$ cat config.mk
export PLATFORM = sky130hd
export DESIGN_NAME = tmo_timer_one
export DESIGN_NICKNAME = d
export VERILOG_FILES = /design/src/rtl/tmo_pkg.sv /design/src/rtl/tmo_prescaler.sv /design/src/rtl/tmo_timer_one.sv
export SDC_FILE = /design/constraint.sdc
export NUM_CORES = 1
export LEC_CHECK = 0
export ABC_AREA = 1
export BUFFER_PORTS_ARGS = -buffer_cell sky130_fd_sc_hd__buf_2
export CORE_ASPECT_RATIO = 1.1
export CORE_MARGIN = 2
export CORE_UTILIZATION = 25
export DETAILED_ROUTE_END_ITERATION = 6
export PLACE_DENSITY = 0.48
export SLEW_MARGIN = 30
export SYNTH_ARGS = -nofsm -noshare
export SYNTH_HDL_FRONTEND = slang
export SYNTH_SLANG_ARGS = --single-unit
$ cat constraint.sdc
create_clock -name I_CORE_CLK -period 3.8 [get_ports I_CORE_CLK]
set_clock_uncertainty 0.15 [all_clocks]
set_input_delay 0.19 -clock I_CORE_CLK [delete_from_list [all_inputs] [get_ports I_CORE_CLK]]
set_output_delay 0.19 -clock I_CORE_CLK [all_outputs]
set_load 0.01 [all_outputs]
$ cat src/rtl/tmo_pkg.sv
// Constants for the eight-bit timer one block: register map, fields, resets.
// Assumes an eight-bit register port decoded on the core clock.
package tmo_pkg;

	// ---------------------------------------------------------------
	// Register offsets
	// ---------------------------------------------------------------
	localparam logic [7:0] TMO_OFF_CLK_FLAGS = 8'hd8;
	localparam logic [7:0] TMO_OFF_MODE      = 8'hdc;
	localparam logic [7:0] TMO_OFF_COUNT     = 8'hdd;
	localparam logic [7:0] TMO_OFF_RELOAD    = 8'hde;
	localparam logic [7:0] TMO_OFF_IRQ_CTRL  = 8'hdf;

	// ---------------------------------------------------------------
	// Mode register fields
	// ---------------------------------------------------------------
	localparam int TMO_MODE_RUN_BIT   = 7;
	localparam int TMO_MODE_RATE_MSB  = 6;
	localparam int TMO_MODE_RATE_LSB  = 4;
	localparam int TMO_MODE_CKS_BIT   = 3;
	localparam int TMO_MODE_ALOAD_BIT = 2;
	localparam int TMO_MODE_BUZ_BIT   = 1;
	localparam int TMO_MODE_PWM_BIT   = 0;

	// ---------------------------------------------------------------
	// Clock select flags and interrupt control fields
	// ---------------------------------------------------------------
	localparam int         TMO_FLAGS_OSC_BIT  = 3;
	localparam logic [7:0] TMO_FLAGS_RW_MASK  = 8'h0e;
	localparam int         TMO_CTRL_OVF_BIT   = 0;
	localparam int         TMO_CTRL_IEN_BIT   = 1;
	localparam int         TMO_CTRL_PIN_BIT   = 2;

	// ---------------------------------------------------------------
	// Reset values
	// ---------------------------------------------------------------
	localparam logic [7:0] TMO_RST_MODE   = 8'h00;
	localparam logic [7:0] TMO_RST_COUNT  = 8'h00;
	localparam logic [7:0] TMO_RST_RELOAD = 8'h00;
	localparam logic [7:0] TMO_RST_FLAGS  = 8'h00;

	// ---------------------------------------------------------------
	// Overflow boundaries and interrupt vector
	// ---------------------------------------------------------------
	localparam logic [7:0] TMO_BOUND_256 = 8'hff;
	localparam logic [7:0] TMO_BOUND_64  = 8'h3f;
	localparam logic [7:0] TMO_BOUND_32  = 8'h1f;
	localparam logic [7:0] TMO_BOUND_16  = 8'h0f;
	localparam logic [7:0] TMO_IRQ_VECTOR = 8'h08;

	// ---------------------------------------------------------------
	// Prescaler: divisor exponents at rate code zero
	// ---------------------------------------------------------------
	localparam logic [3:0] TMO_FCPU_EXP_MAX = 4'h8;
	localparam logic [3:0] TMO_HOSC_EXP_MAX = 4'h7;

	typedef enum logic [1:0] {
		TMO_PIN_GPIO   = 2'b00,
		TMO_PIN_PWM    = 2'b01,
		TMO_PIN_BUZZER = 2'b10
	} tmo_pin_sel_t;

endpackage : tmo_pkg

$ cat src/rtl/tmo_prescaler.sv
// Prescaler for timer one: divides the instruction tick or the core clock.
// Assumes the instruction tick is a one-cycle pulse on the core clock.
`timescale 1ns/10ps
module tmo_prescaler #(
	parameter int WIDTH = 8
) (
	input  wire logic             i_core_clk,
	input  wire logic             i_rst_n,
	input  wire logic             i_run,
	input  wire logic             i_osc_sel,
	input  wire logic [2:0]       i_rate,
	input  wire logic             i_fcpu_tick,
	output logic                  o_tick
);
	import tmo_pkg::*;

	generate
		if (WIDTH != 8) begin : g_bad_width
			$error("tmo_prescaler supports WIDTH 8 only");
		end
	endgenerate

	// ---------------------------------------------------------------
	// Divisor selection
	// ---------------------------------------------------------------
	logic [WIDTH-1:0] div_q;
	logic [WIDTH-1:0] div_d;
	logic [3:0]       exp_sel;
	logic [WIDTH:0]   div_full;
	logic [WIDTH-1:0] div_mask;
	logic             base_en;

	assign exp_sel  = (i_osc_sel ? TMO_HOSC_EXP_MAX : TMO_FCPU_EXP_MAX) - {1'b0, i_rate};
	assign div_full = (9'h001 << exp_sel) - 9'h001;
	assign div_mask = div_full[WIDTH-1:0];
	assign base_en  = i_osc_sel ? 1'b1 : i_fcpu_tick;
	assign o_tick   = i_run & base_en & ((div_q & div_mask) == div_mask);
	assign div_d    = !i_run ? '0 : (base_en ? div_q + 8'h01 : div_q);

	always_ff @(posedge i_core_clk or negedge i_rst_n) begin
		if (!i_rst_n) begin
			div_q <= '0;
		end else begin
			div_q <= div_d;
		end
	end

endmodule : tmo_prescaler

$ cat src/rtl/tmo_timer_one.sv
// Timer one: eight-bit up timer and event counter with reload, PWM and buzzer.
// Assumes a register port on the core clock and a port block that owns the pin.
`timescale 1ns/10ps
module tmo_timer_one (
	input  wire logic        I_CORE_CLK,
	input  wire logic        I_RST_N,
	input  wire logic [7:0]  I_ADDR,
	input  wire logic [7:0]  I_WDATA,
	input  wire logic        I_WR,
	input  wire logic        I_RD,
	output logic [7:0]       O_RDATA,
	input  wire logic        I_FCPU_TICK,
	input  wire logic        I_EVENT_PIN,
	input  wire logic        I_EVENT_PIN_EDGE,
	input  wire logic        I_GPIO_DOUT,
	input  wire logic        I_GPIO_OE_N,
	output logic             O_TIMER_OUT_PIN,
	output logic             O_TIMER_OUT_PIN_OE_N,
	output logic             O_OVERFLOW_IRQ,
	output logic [7:0]       O_IRQ_VECTOR,
	output logic             O_EVENT_PIN_IRQ_FLAG,
	output logic [1:0]       O_OTHER_CLK_FLAGS
);
	import tmo_pkg::*;

	// ---------------------------------------------------------------
	// State
	// ---------------------------------------------------------------
	logic [7:0]   mode_q;
	logic [7:0]   mode_d;
	logic [7:0]   flags_q;
	logic [7:0]   flags_d;
	logic [7:0]   count_q;
	logic [7:0]   count_d;
	logic [7:0]   hold_q;
	logic [7:0]   hold_d;
	logic [7:0]   active_q;
	logic [7:0]   active_d;
	logic         ovf_flag_q;
	logic         ovf_flag_d;
	logic         ien_q;
	logic         ien_d;
	logic         pin_flag_q;
	logic         pin_flag_d;
	logic         pwm_lvl_q;
	logic         pwm_lvl_d;
	logic         buzz_q;
	logic         buzz_d;
	logic         pin_out_q;
	logic         pin_out_d;
	logic         pin_oe_n_q;
	logic         pin_oe_n_d;
	logic [7:0]   rdata_q;
	logic [7:0]   rdata_d;
	logic         ev_meta_q;
	logic         ev_sync_q;
	logic         ev_last_q;

	// ---------------------------------------------------------------
	// Mode field decode
	// ---------------------------------------------------------------
	logic         run_en;
	logic [2:0]   rate;
	logic         ext_src;
	logic         reload_bit;
	logic         buzz_bit;
	logic         pwm_bit;
	logic         osc_sel;

	assign run_en     = mode_q[TMO_MODE_RUN_BIT];
	assign rate       = mode_q[TMO_MODE_RATE_MSB:TMO_MODE_RATE_LSB];
	assign ext_src    = mode_q[TMO_MODE_CKS_BIT];
	assign reload_bit = mode_q[TMO_MODE_ALOAD_BIT];
	assign buzz_bit   = mode_q[TMO_MODE_BUZ_BIT];
	assign pwm_bit    = mode_q[TMO_MODE_PWM_BIT];
	assign osc_sel    = flags_q[TMO_FLAGS_OSC_BIT];

	// ---------------------------------------------------------------
	// Register port decode
	// ---------------------------------------------------------------
	logic         wr_mode;
	logic         wr_flags;
	logic         wr_count;
	logic         wr_reload;
	logic         wr_ctrl;

	assign wr_mode   = I_WR & (I_ADDR == TMO_OFF_MODE);
	assign wr_flags  = I_WR & (I_ADDR == TMO_OFF_CLK_FLAGS);
	assign wr_count  = I_WR & (I_ADDR == TMO_OFF_COUNT);
	assign wr_reload = I_WR & (I_ADDR == TMO_OFF_RELOAD);
	assign wr_ctrl   = I_WR & (I_ADDR == TMO_OFF_IRQ_CTRL);

	// ---------------------------------------------------------------
	// Event pin synchroniser and falling edge
	// ---------------------------------------------------------------
	logic         ev_fall;

	assign ev_fall = ev_last_q & ~ev_sync_q;

	always_ff @(posedge I_CORE_CLK or negedge I_RST_N) begin
		if (!I_RST_N) begin
			ev_meta_q <= 1'b1;
			ev_sync_q <= 1'b1;
			ev_last_q <= 1'b1;
		end else begin
			ev_meta_q <= I_EVENT_PIN;
			ev_sync_q <= ev_meta_q;
			ev_last_q <= ev_sync_q;
		end
	end

	// ---------------------------------------------------------------
	// Internal clock prescaler
	// ---------------------------------------------------------------
	logic         int_tick;

	tmo_prescaler #(
		.WIDTH       (8)
	) u_prescaler (
		.i_core_clk  (I_CORE_CLK),
		.i_run       (run_en & ~ext_src),
		.i_rst_n     (I_RST_N),
		.i_osc_sel   (osc_sel),
		.i_rate      (rate),
		.i_fcpu_tick (I_FCPU_TICK),
		.o_tick      (int_tick)
	);

	// ---------------------------------------------------------------
	// Count step, boundary and overflow
	// ---------------------------------------------------------------
	logic         count_tick;
	logic [7:0]   bound;
	logic         at_bound;
	logic         overflow;
	logic         reload_on;
	logic [7:0]   count_inc;

	// Rate and oscillator select only reach the prescaler path
	assign count_tick = run_en & (ext_src ? ev_fall : int_tick);

	assign bound = !pwm_bit ? TMO_BOUND_256 :
	               (!reload_bit && !buzz_bit) ? TMO_BOUND_256 :
	               (!reload_bit &&  buzz_bit) ? TMO_BOUND_64 :
	               ( reload_bit && !buzz_bit) ? TMO_BOUND_32 : TMO_BOUND_16;

	assign at_bound  = (count_q & bound) == bound;
	assign overflow  = count_tick & at_bound;
	assign reload_on = pwm_bit | reload_bit;
	assign count_inc = (count_q + 8'h01) & bound;

	// No low-power input gates the step: counting and outputs go on in green mode, and no wake request exists

	// ---------------------------------------------------------------
	// Next state of counter and reload buffers
	// ---------------------------------------------------------------
	always_comb begin
		count_d  = count_q;
		hold_d   = hold_q;
		active_d = active_q;
		if (wr_reload) begin
			hold_d = I_WDATA;
		end
		if (overflow) begin
			if (reload_on) begin
				count_d  = hold_q;
				active_d = hold_q;
			end else begin
				count_d = 8'h00;
			end
		end else if (count_tick) begin
			count_d = count_inc;
		end
		if (wr_count) begin
			count_d = I_WDATA;
		end
	end

	// ---------------------------------------------------------------
	// Flags: hardware set wins over software clear
	// ---------------------------------------------------------------
	logic         pin_irq_block;

	assign pin_irq_block = ext_src;
	assign ovf_flag_d = overflow | (wr_ctrl ? I_WDATA[TMO_CTRL_OVF_BIT] & ovf_flag_q : ovf_flag_q);
	assign ien_d      = wr_ctrl ? I_WDATA[TMO_CTRL_IEN_BIT] : ien_q;
	assign pin_flag_d = pin_irq_block ? 1'b0 :
	                    I_EVENT_PIN_EDGE | (wr_ctrl ? I_WDATA[TMO_CTRL_PIN_BIT] & pin_flag_q : pin_flag_q);
	assign mode_d     = wr_mode ? I_WDATA : mode_q;
	assign flags_d    = wr_flags ? (I_WDATA & TMO_FLAGS_RW_MASK) : flags_q;

	// ---------------------------------------------------------------
	// PWM level and buzzer toggle
	// ---------------------------------------------------------------
	logic         duty_match;

	assign duty_match = count_tick & ((count_inc & bound) == (active_q & bound));
	assign pwm_lvl_d  = overflow ? 1'b1 : (duty_match ? 1'b0 : pwm_lvl_q);
	assign buzz_d     = overflow ? ~buzz_q : buzz_q;

	// ---------------------------------------------------------------
	// Output pin selection
	// ---------------------------------------------------------------
	tmo_pin_sel_t pin_sel;

	assign pin_sel = pwm_bit ? TMO_PIN_PWM :
	                 buzz_bit ? TMO_PIN_BUZZER : TMO_PIN_GPIO;

	always_comb begin
		pin_out_d  = I_GPIO_DOUT;
		pin_oe_n_d = I_GPIO_OE_N;
		case (pin_sel)
			TMO_PIN_PWM: begin
				pin_out_d  = pwm_lvl_q;
				pin_oe_n_d = 1'b0;
			end
			TMO_PIN_BUZZER: begin
				pin_out_d  = buzz_q;
				pin_oe_n_d = 1'b0;
			end
			TMO_PIN_GPIO: begin
				pin_out_d  = I_GPIO_DOUT;
				pin_oe_n_d = I_GPIO_OE_N;
			end
			default: begin
				pin_out_d  = I_GPIO_DOUT;
				pin_oe_n_d = I_GPIO_OE_N;
			end
		endcase
	end

	// ---------------------------------------------------------------
	// Read data
	// ---------------------------------------------------------------
	logic [7:0]   ctrl_view;

	assign ctrl_view = {5'h00, pin_flag_q, ien_q, ovf_flag_q};

	always_comb begin
		rdata_d = 8'h00;
		if (I_RD) begin
			case (I_ADDR)
				TMO_OFF_CLK_FLAGS: rdata_d = flags_q;
				TMO_OFF_MODE:      rdata_d = mode_q;
				TMO_OFF_COUNT:     rdata_d = count_q;
				TMO_OFF_IRQ_CTRL:  rdata_d = ctrl_view;
				default:           rdata_d = 8'h00;
			endcase
		end
	end

	// ---------------------------------------------------------------
	// Registers
	// ---------------------------------------------------------------
	always_ff @(posedge I_CORE_CLK or negedge I_RST_N) begin
		if (!I_RST_N) begin
			mode_q   <= TMO_RST_MODE;
			flags_q  <= TMO_RST_FLAGS;
			count_q  <= TMO_RST_COUNT;
			hold_q   <= TMO_RST_RELOAD;
			active_q <= TMO_RST_RELOAD;
		end else begin
			mode_q   <= mode_d;
			flags_q  <= flags_d;
			count_q  <= count_d;
			hold_q   <= hold_d;
			active_q <= active_d;
		end
	end

	always_ff @(posedge I_CORE_CLK or negedge I_RST_N) begin
		if (!I_RST_N) begin
			ovf_flag_q <= 1'b0;
			ien_q      <= 1'b0;
			pin_flag_q <= 1'b0;
			pwm_lvl_q  <= 1'b1;
			buzz_q     <= 1'b0;
		end else begin
			ovf_flag_q <= ovf_flag_d;
			ien_q      <= ien_d;
			pin_flag_q <= pin_flag_d;
			pwm_lvl_q  <= pwm_lvl_d;
			buzz_q     <= buzz_d;
		end
	end

	always_ff @(posedge I_CORE_CLK or negedge I_RST_N) begin
		if (!I_RST_N) begin
			pin_out_q  <= 1'b0;
			pin_oe_n_q <= 1'b1;
			rdata_q    <= 8'h00;
		end else begin
			pin_out_q  <= pin_out_d;
			pin_oe_n_q <= pin_oe_n_d;
			rdata_q    <= rdata_d;
		end
	end

	// ---------------------------------------------------------------
	// Outputs
	// ---------------------------------------------------------------
	assign O_RDATA              = rdata_q;
	assign O_TIMER_OUT_PIN      = pin_out_q;
	assign O_TIMER_OUT_PIN_OE_N = pin_oe_n_q;
	assign O_OVERFLOW_IRQ       = ovf_flag_q & ien_q;
	assign O_IRQ_VECTOR         = TMO_IRQ_VECTOR;
	assign O_EVENT_PIN_IRQ_FLAG = pin_flag_q;
	assign O_OTHER_CLK_FLAGS    = flags_q[2:1];

endmodule : tmo_timer_one

# After elaboration in Yosys (flattened, before gate mapping)

Cells that the tools add are included.

Register bits: 61
Bits in latches: 0
Memory bits (writable): 0
ROM bits: 0
Input port bits: 25
Word-level logic and storage cells: 92
Memories kept: 0

$add $sub $neg: 4
Multiply operators: 0
Divide/modulo/power cells: 0
$lt $le $gt $ge: 0
Equal/unequal tests: 11
Shift operators: 1
Mux-type cells: 24
Bitwise gates (word level): 26
Reductions and logical operators: 9

Operators by type and width:

| cell                  | number |
|---|---|
| $mux W8               | 9 |
| $and A8 B8 Y8         | 5 |
| $eq A8 B8 Y1 const B  | 5 |
| $pmux W8 S4           | 1 |
| $eq A8 B8 Y1          | 3 |
| $add A8 B1 Y8 const B | 2 |
| $and A1 B1 Y1         | 15 |
| $mux W1               | 8 |
| $shl A1 B4 Y8 const A | 1 |
| $sub A8 B1 Y8 const B | 1 |
| $mux W6               | 1 |
| $mux W5               | 1 |
| $mux W2               | 2 |
| $mux W4               | 1 |
| $sub A4 B3 Y4         | 1 |
| $logic_and A1 B1 Y1   | 3 |
| $not A1 Y1            | 3 |
| $or A1 B1 Y1          | 3 |
| $reduce_bool A3 Y1    | 1 |
| $eq A2 B1 Y1 const B  | 1 |
| $eq A2 B2 Y1 const B  | 1 |
| $logic_not A1 Y1      | 2 |
| $ne A2 B2 Y1 const B  | 1 |
| $pmux W1 S2           | 1 |
| other kinds (3)       | 3 |

# Depth between registers and ports, before layout

Gate-level depths: netlist of run 1.

Word-level depth: 12
Gate-level depth with buffers: 23
Gate-level depth less buffers: 23

# Modules after synthesis

From an unflattened synthesis of run 1, not the netlist that was laid out.

Cell total of the unflattened synthesis: 492
Area, all modules: 3619.7 µm²

By module, submodules not included:

| module        | times used | cells an instance | area each (µm²) | seq. area each (µm²) |
|---|---|---|---|---|
| tmo_timer_one | 1          | 372               | 2856.5          | 1332.5 |
| tmo_prescaler | 1          | 120               | 763.2           | 200.2 |

# Worst setup path before layout of run 1

Ideal clock, no wire load.

Kind: register to register
Start point: register flags_q[3]
End point: register count_q[7]
Arrival time: 3.024 ns
Required time: 3.534 ns
Slack: 0.510 ns
Cell stages (with the launch flop): 22
Path buffers: 1
Cell sequence: dfrtp_1 -> inv_1 -> ha_1 -> fa_1 -> nand2_1 -> nor2_1 -> nand3_1 -> ha_1 -> nor2_1 -> nor2_1 -> nand2_1 -> inv_1 -> nand4_1 -> nor2_1 -> nand3_1 -> nand2_2 -> nand3_4 -> buf_6 -> a21oi_2 -> nand2_1 -> nand2_1 -> nand2_1

Cells in the longest elaborated chain, start to end: 12
Elaborated cells between the ends (all ways): 15
Classes of those cells: add/sub (2); eq/ne (1); shift (1); mux (5); bitwise (5); reduce/logical (1)

RTL lines:

| what                     | RTL line             | source |
|---|---|---|
| start: declaration       | tmo_timer_one.sv:31  | `logic [7:0] flags_q;` |
| start signal: assignment | tmo_timer_one.sv:264 | `flags_q <= flags_d;` |
| $mux W4                  | tmo_prescaler.sv:33  | `assign exp_sel = (i_osc_sel ? TMO_HOSC_EXP_MAX : TMO_FCPU_EXP_MAX) - {1'b0, i_rate};` |
| $sub A4 B3 Y4            | tmo_prescaler.sv:33  |  |
| $shl A1 B4 Y8            | tmo_prescaler.sv:34  | `assign div_full = (9'h001 << exp_sel) - 9'h001;` |
| $sub A8 B1 Y8            | tmo_prescaler.sv:34  |  |
| $and A8 B8 Y8            | tmo_prescaler.sv:37  | `assign o_tick = i_run & base_en & ((div_q & div_mask) == div_mask);` |
| $eq A8 B8 Y1             | tmo_prescaler.sv:37  |  |
| $and A1 B1 Y1 (*)        | tmo_prescaler.sv:37  |  |
| $mux W1 (*)              | tmo_timer_one.sv:140 | `assign count_tick = run_en & (ext_src ? ev_fall : int_tick);` |
| $and A1 B1 Y1 (*)        | tmo_timer_one.sv:140 |  |
| $and A1 B1 Y1            | tmo_timer_one.sv:148 | `assign overflow = count_tick & at_bound;` |
| $mux W8                  | tmo_timer_one.sv:164 | `if (overflow) begin` |
| $mux W8                  | tmo_timer_one.sv:174 | `if (wr_count) begin` |
| end signal: assignment   | tmo_timer_one.sv:265 | `count_q <= count_d;` |
| end: declaration         | tmo_timer_one.sv:33  | `logic [7:0] count_q;` |

Mark *: on every way between the ends. The rest lies on a longest branch, timed or not.
A chain may end at the register's enable or synchronous reset.

# Worst setup path after layout of run 1

Start point: register flags_q[3]
End point: register active_q[2]

Cells in the longest elaborated chain, start to end: 11
Elaborated cells between the ends (all ways): 13
Classes of those cells: add/sub (2); eq/ne (1); shift (1); mux (3); bitwise (5); reduce/logical (1)

RTL lines:

| what                            | RTL line             | source |
|---|---|---|
| $mux W4                         | tmo_prescaler.sv:33  |  |
| $sub A4 B3 Y4                   | tmo_prescaler.sv:33  |  |
| $shl A1 B4 Y8                   | tmo_prescaler.sv:34  |  |
| $sub A8 B1 Y8                   | tmo_prescaler.sv:34  |  |
| $and A8 B8 Y8                   | tmo_prescaler.sv:37  |  |
| $eq A8 B8 Y1                    | tmo_prescaler.sv:37  |  |
| $and A1 B1 Y1 (*)               | tmo_prescaler.sv:37  |  |
| $mux W1 (*)                     | tmo_timer_one.sv:140 |  |
| $and A1 B1 Y1 (*)               | tmo_timer_one.sv:140 |  |
| $and A1 B1 Y1 (*)               | tmo_timer_one.sv:148 |  |
| $reduce_and A2 Y1 (no line) (*) | --                   |  |
| end signal: assignment          | tmo_timer_one.sv:267 | `active_q <= active_d;` |
| end: declaration                | tmo_timer_one.sv:37  | `logic [7:0] active_q;` |

Marked as above.

==> key figures, run 1 <==
Worst setup path
  • Worst path max stage delay: 410 ps
  • CP Depth: 20
  • Crit start category: flop
  • R2R Path Start: flags_q[3]$_DFFE_PN0P_
  • Most frequent CP cell: nor2_1
  • Crit path kind: reg2reg
  • Crit path max fanout: 8
  • Critical path's slowest cell: dfrtp_2
  • R2R setup slack: 330 ps
  • CP required: 3860 ps
  • Arrival @ worst endpoint: 3530 ps
  • Buf+Inv Stages, Crit Path: 3
  • CP Cell Sequence: inv_1, ha_1, fa_1, nand2_1, nand2_4, nor2_1, nand3_1, ha_1, nor2_1, nor2_1, nand2_1, inv_1, nand4_1, nor2_1, nand3_1, nand2_2, nand3_4, buf_4, o21ai_0, nand2_1
  • RR Endpoint: active_q[2]$_DFFE_PN0P_
  • Delay-heaviest family, CP: simple AND/OR/NAND/NOR gates
  • R2R cell count: 20
  • CP endpoint kind: flop

Global routing
  • GR Overflow Total: 0
  • Vias in the first global route: 3244
  • GRT Util Overall: 13.40%
  • First-pass GRT wire length: 15470 µm
  • Initial antenna violation count: 0
  • Largest net degree at the start of global routing: 34

Pwr
  • Leakage: 2.165 nW
  • Pwr Density: 393.9 nW/µm²
  • Worst IR drop on VDD: 0.1859 mV

Place
  • RePlAce Congestion: 0.8547
  • DP HPWL: 6842 µm
  • Placed inst area: 3837 µm²
  • Port bufs: 38

Synthesis
  • Synth cell count leaders: nand2_1 (124), inv_1 (74), dfrtp_1 (56)
  • Gate Count Post-Synth: 455
  • Synth Cell Area: 3466 µm²
  • Top cells by area, synth: dfrtp_1 (40%), nand2_1 (13%), inv_1 (8.0%), o21ai_0 (6.1%), dfstp_2 (3.8%)
  • FFs w/ async S/R, synth: 100.0%
  • Most numerous cell in the Yosys netlist: nand2_1
  • Sequential share of the synthesized area: 44.22%
  • Post-Syn Area per Cell: 7.617 µm²
  • Top_reg_cell synth: dfrtp_1
  • Register bit count reported by yosys: 61
  • Cell taking the most area after synthesis: dfrtp_1
  • Ys Warns: 0
  • Number of flops mapped to enable cells by yosys: 0
  • Post-synth cell types: 41
  • Top-area cell type share of the netlist area: 40.43%

Flow run
  • Max_cap viols: 0

Final layout
  • Register Area: 1534 µm²
  • Area Overhead vs Synth: 23.39%
  • Antenna diodes: 0
  • Layout Nets: 545
  • Layout cells sized above 1: 15.25%
  • Finished Cell Area: 4277 µm²
  • Filler Cell Count: 1464
  • Multi-input logic area: 1608 µm²

Worst hold path
  • Worst hold start: I_WDATA[6]
  • Hold Path Class: in2reg
  • Hold EP: mode_q[6]$_DFFE_PN0P_
  • Hold path cells: 3

Clock tree
  • CTS Buf Count: 9
  • Clk buf depth: 2
  • Clk pin slew, worst setup/hold paths: 60 ps
  • CTS tree: done
  • Htree depth: 3
  • Clk root buf: clkbuf_16
  • Latest clock arrival within the worst-skew pair: 330 ps
  • CTS Sinks: 61

Drt
  • Antenna Violating Nets Remaining: 0
  • DRC viols: 0
  • First drt pass iteration count: 4
  • Drt total wl: 9278 µm
  • Via count: 3109
  • Vias per inst: 4.404
  • DR WL/cell: 13.14 µm
  • First DRT Iteration DRCs: 112

STA
  • Setup tns final: 0 ps
  • Final setup fails: 0
  • Worst-margin pin slew: 827.6 ps
  • RSZ-0062 raised after global routing: false
  • Period minus WS final: 3471 ps
  • Fmax: 288.1 MHz
  • Final Slew Violations: 0
  • Final Cycle Share: 91.33%
  • Relative slew slack: 44.62%
  • Hold violation total from the final report: 0

Floorplanning
  • Die height: 127.5 µm
  • I/O Pins: 47
  • Rows: 45
  • Starting Density: 25.33%
  • Placeable Area: 13680 µm²
  • Die ar.: 14820 µm²
  • DIE WIDTH: 116.3 µm

Status
  • Outcome: finished, final reports clean
## per-layer routing
metal	global-route usage (%)	up-vias	routed length (µm)
li1	-	1564	-
met1	15.92	1477	4017
met2	22.61	54	4699
met3	2.846	14	320
met4	6.863	0	240
met5	0	-	0
## through the flow
step	instances	setup WS, ps	utilization (%)	hold slack (ps)	power, mW
floorplan	461	510.0	-	-255.6	0.8044
global placement	676	368.2	28.05	130.6	0.8626
detailed placement	676	234.8	28.05	123.1	0.8638
CTS	702	206.6	30.98	27.38	1.705
global route	706	8.876	31.26	48.23	1.762
finish	706	329.3	31.26	35.43	1.685
## worst register-to-register path, stage by stage (launching register included)
cell and delay (ps):
dfrtp_2 410, inv_1 130, ha_1 240, fa_1 390
nand2_1 110, nand2_4 90, nor2_1 100, nand3_1 110
ha_1 300, nor2_1 40, nor2_1 100, nand2_1 60
inv_1 40, nand4_1 60, nor2_1 100, nand3_1 120
nand2_2 170, nand3_4 200, buf_4 230, o21ai_0 130
nand2_1 70
## flip-flops by register name (all words and copies together), names as in the netlist
register              flops
O_RDATA                   8
active_q                  8
count_q                   8
hold_q                    8
mode_q                    8
u_prescaler.div_q         8
flags_q                   3
O_EVENT_PIN_IRQ_FLAG      1
O_TIMER_OUT_PIN           1
O_TIMER_OUT_PIN_OE_N      1
buzz_q                    1
ev_last_q                 1
ev_meta_q                 1
ev_sync_q                 1
ien_q                     1
ovf_flag_q                1
pwm_lvl_q                 1
## final cells by class
cell class	count	area share [%]
multi-input cells	315	37.60
repair buffers	52	7.490
clock buffers	10	5.588
clock inverters	6	1.463
inverters	74	6.495
flip-flops and latches	61	35.87
well taps	188	5.500
## how the worst max path moves through the flow
stage,end,startpoint
floorplan,count_q[7]$_DFFE_PN0P_,flags_q[3]$_DFFE_PN0P_
global placement,count_q[7]$_DFFE_PN0P_,flags_q[3]$_DFFE_PN0P_
detailed placement,count_q[5]$_DFFE_PN0P_,flags_q[3]$_DFFE_PN0P_
CTS,count_q[4]$_DFFE_PN0P_,flags_q[3]$_DFFE_PN0P_
global route,count_q[0]$_DFFE_PN0P_,flags_q[3]$_DFFE_PN0P_
finish,active_q[2]$_DFFE_PN0P_,flags_q[3]$_DFFE_PN0P_
## placed cells by master (no fill, tap or decap), types with 4 or more instances in the layout
cell type / count
nand2_1: 124
inv_1: 74
dfrtp_1: 55
o21ai_0: 42
buf_2: 38
nor2_1: 26
a21oi_1: 26
nand3_1: 25
dlygate4sd3_1: 10
clkbuf_16: 9
nor3_1: 8
conb_1: 8
xor2_1: 7
nand4_1: 6
ha_1: 6
dfstp_2: 5
xnor2_1: 5
buf_4: 4
## what timing repair did
action	4_1_cts	5_1_grt
endpoints found under the hold margin	36	0
resized for setup	0	1
hold buffers	10	0
setup buffers	0	2
setup endpoints to repair	0	9
## cell families (layout without fill, tap and decap cells)
kind of cell	count (synthesis)	in the layout	share of synthesized area, %
and+or+nand+nor	204	206	26.03
buffers and inverters	87	142	10.65
AOI/OAI and AO/OA	82	82	13.11
DFF	61	61	44.22
xor gates and xnor gates	12	12	3.032
adders and majority gates	7	7	2.744
other	2	8	0.2167
## report_power, final
part	total [mW]	switching, mW	internal, mW
logic	0.174	0.112	0.0621
clock network	0.824	0.302	0.522
registers	0.686	0.0161	0.670
total	1.68	0.430	1.25
No activity file was read; power rests on OpenSTA's default activity.
==> run 2: changes to the inputs <==
--- a/config.mk
+++ b/config.mk
@@ -11,8 +11,9 @@
 export CORE_MARGIN = 2
 export CORE_UTILIZATION = 25
 export DETAILED_ROUTE_END_ITERATION = 6
+export HOLD_SLACK_MARGIN = 0.05
 export PLACE_DENSITY = 0.48
-export SLEW_MARGIN = 30
+export SLEW_MARGIN = 20
 export SYNTH_ARGS = -nofsm -noshare
 export SYNTH_HDL_FRONTEND = slang
 export SYNTH_SLANG_ARGS = --single-unit
==> run 2 against run 1 <==
Register-to-register slack barely moved. Count of clock-buffer cells in the layout did not move. Utilization rose by 0.22 points.
==> key figures, run 2 (synthesized netlist as in run 1, its figures left out) <==
STA
  • Fmax: 287.1 MHz
  • WHS: 57.14 ps
  • Hold violation total from the final report: 0
  • Relative slew slack: 45.28%
  • Worst-margin pin slew: 817.8 ps
  • Setup tns final: 0 ps
  • Final Slew Violations: 0
  • Final Cycle Share: 91.66%
  • Final setup fails: 0
  • RSZ-0062 raised after global routing: false
  • Period minus WS final: 3483 ps

Worst setup path
  • Crit path kind: reg2reg
  • Most frequent CP cell: nand2_1
  • Arrival @ worst endpoint: 3600 ps
  • Crit start category: flop
  • Worst path max stage delay: 410 ps
  • Crit path max fanout: 8
  • CP required: 3920 ps
  • Critical path's slowest cell: dfrtp_2
  • CP Cell Sequence: inv_1, ha_1, fa_1, nand2_1, nand2_4, nor2_1, nand3_1, ha_1, nor2_1, nor2_1, nand2_1, inv_1, nand4_1, nor2_1, nand3_1, nand2_2, nand3_4, nor2_4, nand2_1, nand2_1, nand2_1, nand2_1
  • CP endpoint kind: flop

Floorplanning
  • Die ar.: 14820 µm²
  • Rows: 45
  • DIE WIDTH: 116.3 µm
  • I/O Pins: 47
  • Starting Density: 25.33%
  • Placeable Area: 13680 µm²
  • Die height: 127.5 µm

Status
  • Outcome: finished, final reports clean

Place
  • Inst Count DP: 676
  • Placed inst area: 3837 µm²
  • Port bufs: 38
  • DP HPWL: 6842 µm
  • RePlAce Congestion: 0.8547

Final layout
  • Most frequent cells in the layout: nand2_1 (124), inv_1 (74), dfrtp_1 (55), o21ai_0 (42), buf_2 (38)
  • Filler Cell Count: 1464
  • Area Overhead vs Synth: 24.26%
  • Commonest non-fill, non-tap cell in the layout: nand2_1
  • Layout Nets: 548
  • Layout cells sized above 1: 15.16%
  • Multi-input logic area: 1608 µm²
  • Fin cells: 709
  • Finished Cell Area: 4307 µm²
  • Register Area: 1534 µm²
  • Antenna diodes: 0

Global routing
  • Initial antenna violation count: 0
  • Largest net degree at the start of global routing: 34
  • GR Overflow Total: 0
  • First-pass GRT wire length: 15500 µm
  • GRT Util Overall: 13.42%
  • Vias in the first global route: 3254

Clock tree
  • Clk buf depth: 2
  • Clk pin slew, worst setup/hold paths: 60 ps
  • CTS tree: done
  • CTS Sinks: 61
  • Latest clock arrival within the worst-skew pair: 330 ps
  • CTS Buf Count: 9
  • Htree depth: 3
  • Clk root buf: clkbuf_16

Drt
  • Antenna Violating Nets Remaining: 0
  • Via count: 3142
  • DR WL/cell: 13.12 µm
  • First drt pass iteration count: 4
  • First DRT Iteration DRCs: 131
  • Vias per inst: 4.432
  • DRC viols: 0
  • Drt total wl: 9299 µm

Pwr
  • Pwr Density: 392.1 nW/µm²
  • Pwr Total: 1.689 mW
  • Leakage: 2.177 nW
  • Worst IR drop on VDD: 0.1858 mV

Flow run
  • Max_cap viols: 0

Worst hold path
  • Hold Path Class: in2reg
run 2: through the flow:
stage	worst slack, ps	utilization [%]
after floorplan	510.0	-
after global placement	368.2	28.05
after detailed placement	234.8	28.05
after CTS	206.6	31.20
after global routing	8.876	31.48
final	317.0	31.48
run 2: layer usage:
| metal | track usage (%) | vias up | wire, µm |
|---|---|---|---|
| met5 | 0 | - | 0 |
| met3 | 2.846 | 16 | 288 |
| li1 | - | 1569 | - |
| met2 | 22.64 | 49 | 4735 |
| met4 | 6.863 | 0 | 244 |
| met1 | 15.95 | 1508 | 4031 |
run 2: repair_timing:
item	4_1_cts	5_1_grt
setup endpoints to repair	0	9
hold buffers	13	0
hold endpoints to repair	44	0
buffers inserted	0	2
gates resized for setup	0	1
run 2: final timing paths:
path,slack (ps),cells after the start,start,end
max in group asynchronous,2280,3,I_RST_N,ev_sync_q$_DFF_PN1_
worst min register to register,210,0,ev_meta_q$_DFF_PN1_,ev_sync_q$_DFF_PN1_
min in group asynchronous,290,2,I_RST_N,hold_q[4]$_DFFE_PN0P_
worst max-delay path,320,22,flags_q[3]$_DFFE_PN0P_,count_q[2]$_DFFE_PN0P_
worst max register to register,320,22,flags_q[3]$_DFFE_PN0P_,count_q[2]$_DFFE_PN0P_
worst min-delay path,60,3,I_WDATA[5],mode_q[5]$_DFFE_PN0P_
run 2: critical path: cells and delay by family, from the launching register on:
family | cells | cell delay [ps]
buf+inv | 2 | 180
fa+ha+maj | 3 | 930
flops | 1 | 410
simple gates | 17 | 1760
run 2: final cells by class:
class	instances	share of cell area, %
Tap cell	188	5.462
Sequential cell	61	35.62
Clock buffer	10	5.549
Inverter	74	6.450
Clock inverter	6	1.453
Multi-Input combinational cell	315	37.33
Timing Repair Buffer	55	8.135
run 2: report_power, final:
part           leakage, nW  switching, mW  total (mW)  internal [mW]
sequential           0.800         0.0161       0.686          0.670
combinational         1.24          0.113       0.177         0.0641
clock                0.140          0.303       0.825          0.522
total                 2.18          0.432        1.69           1.26
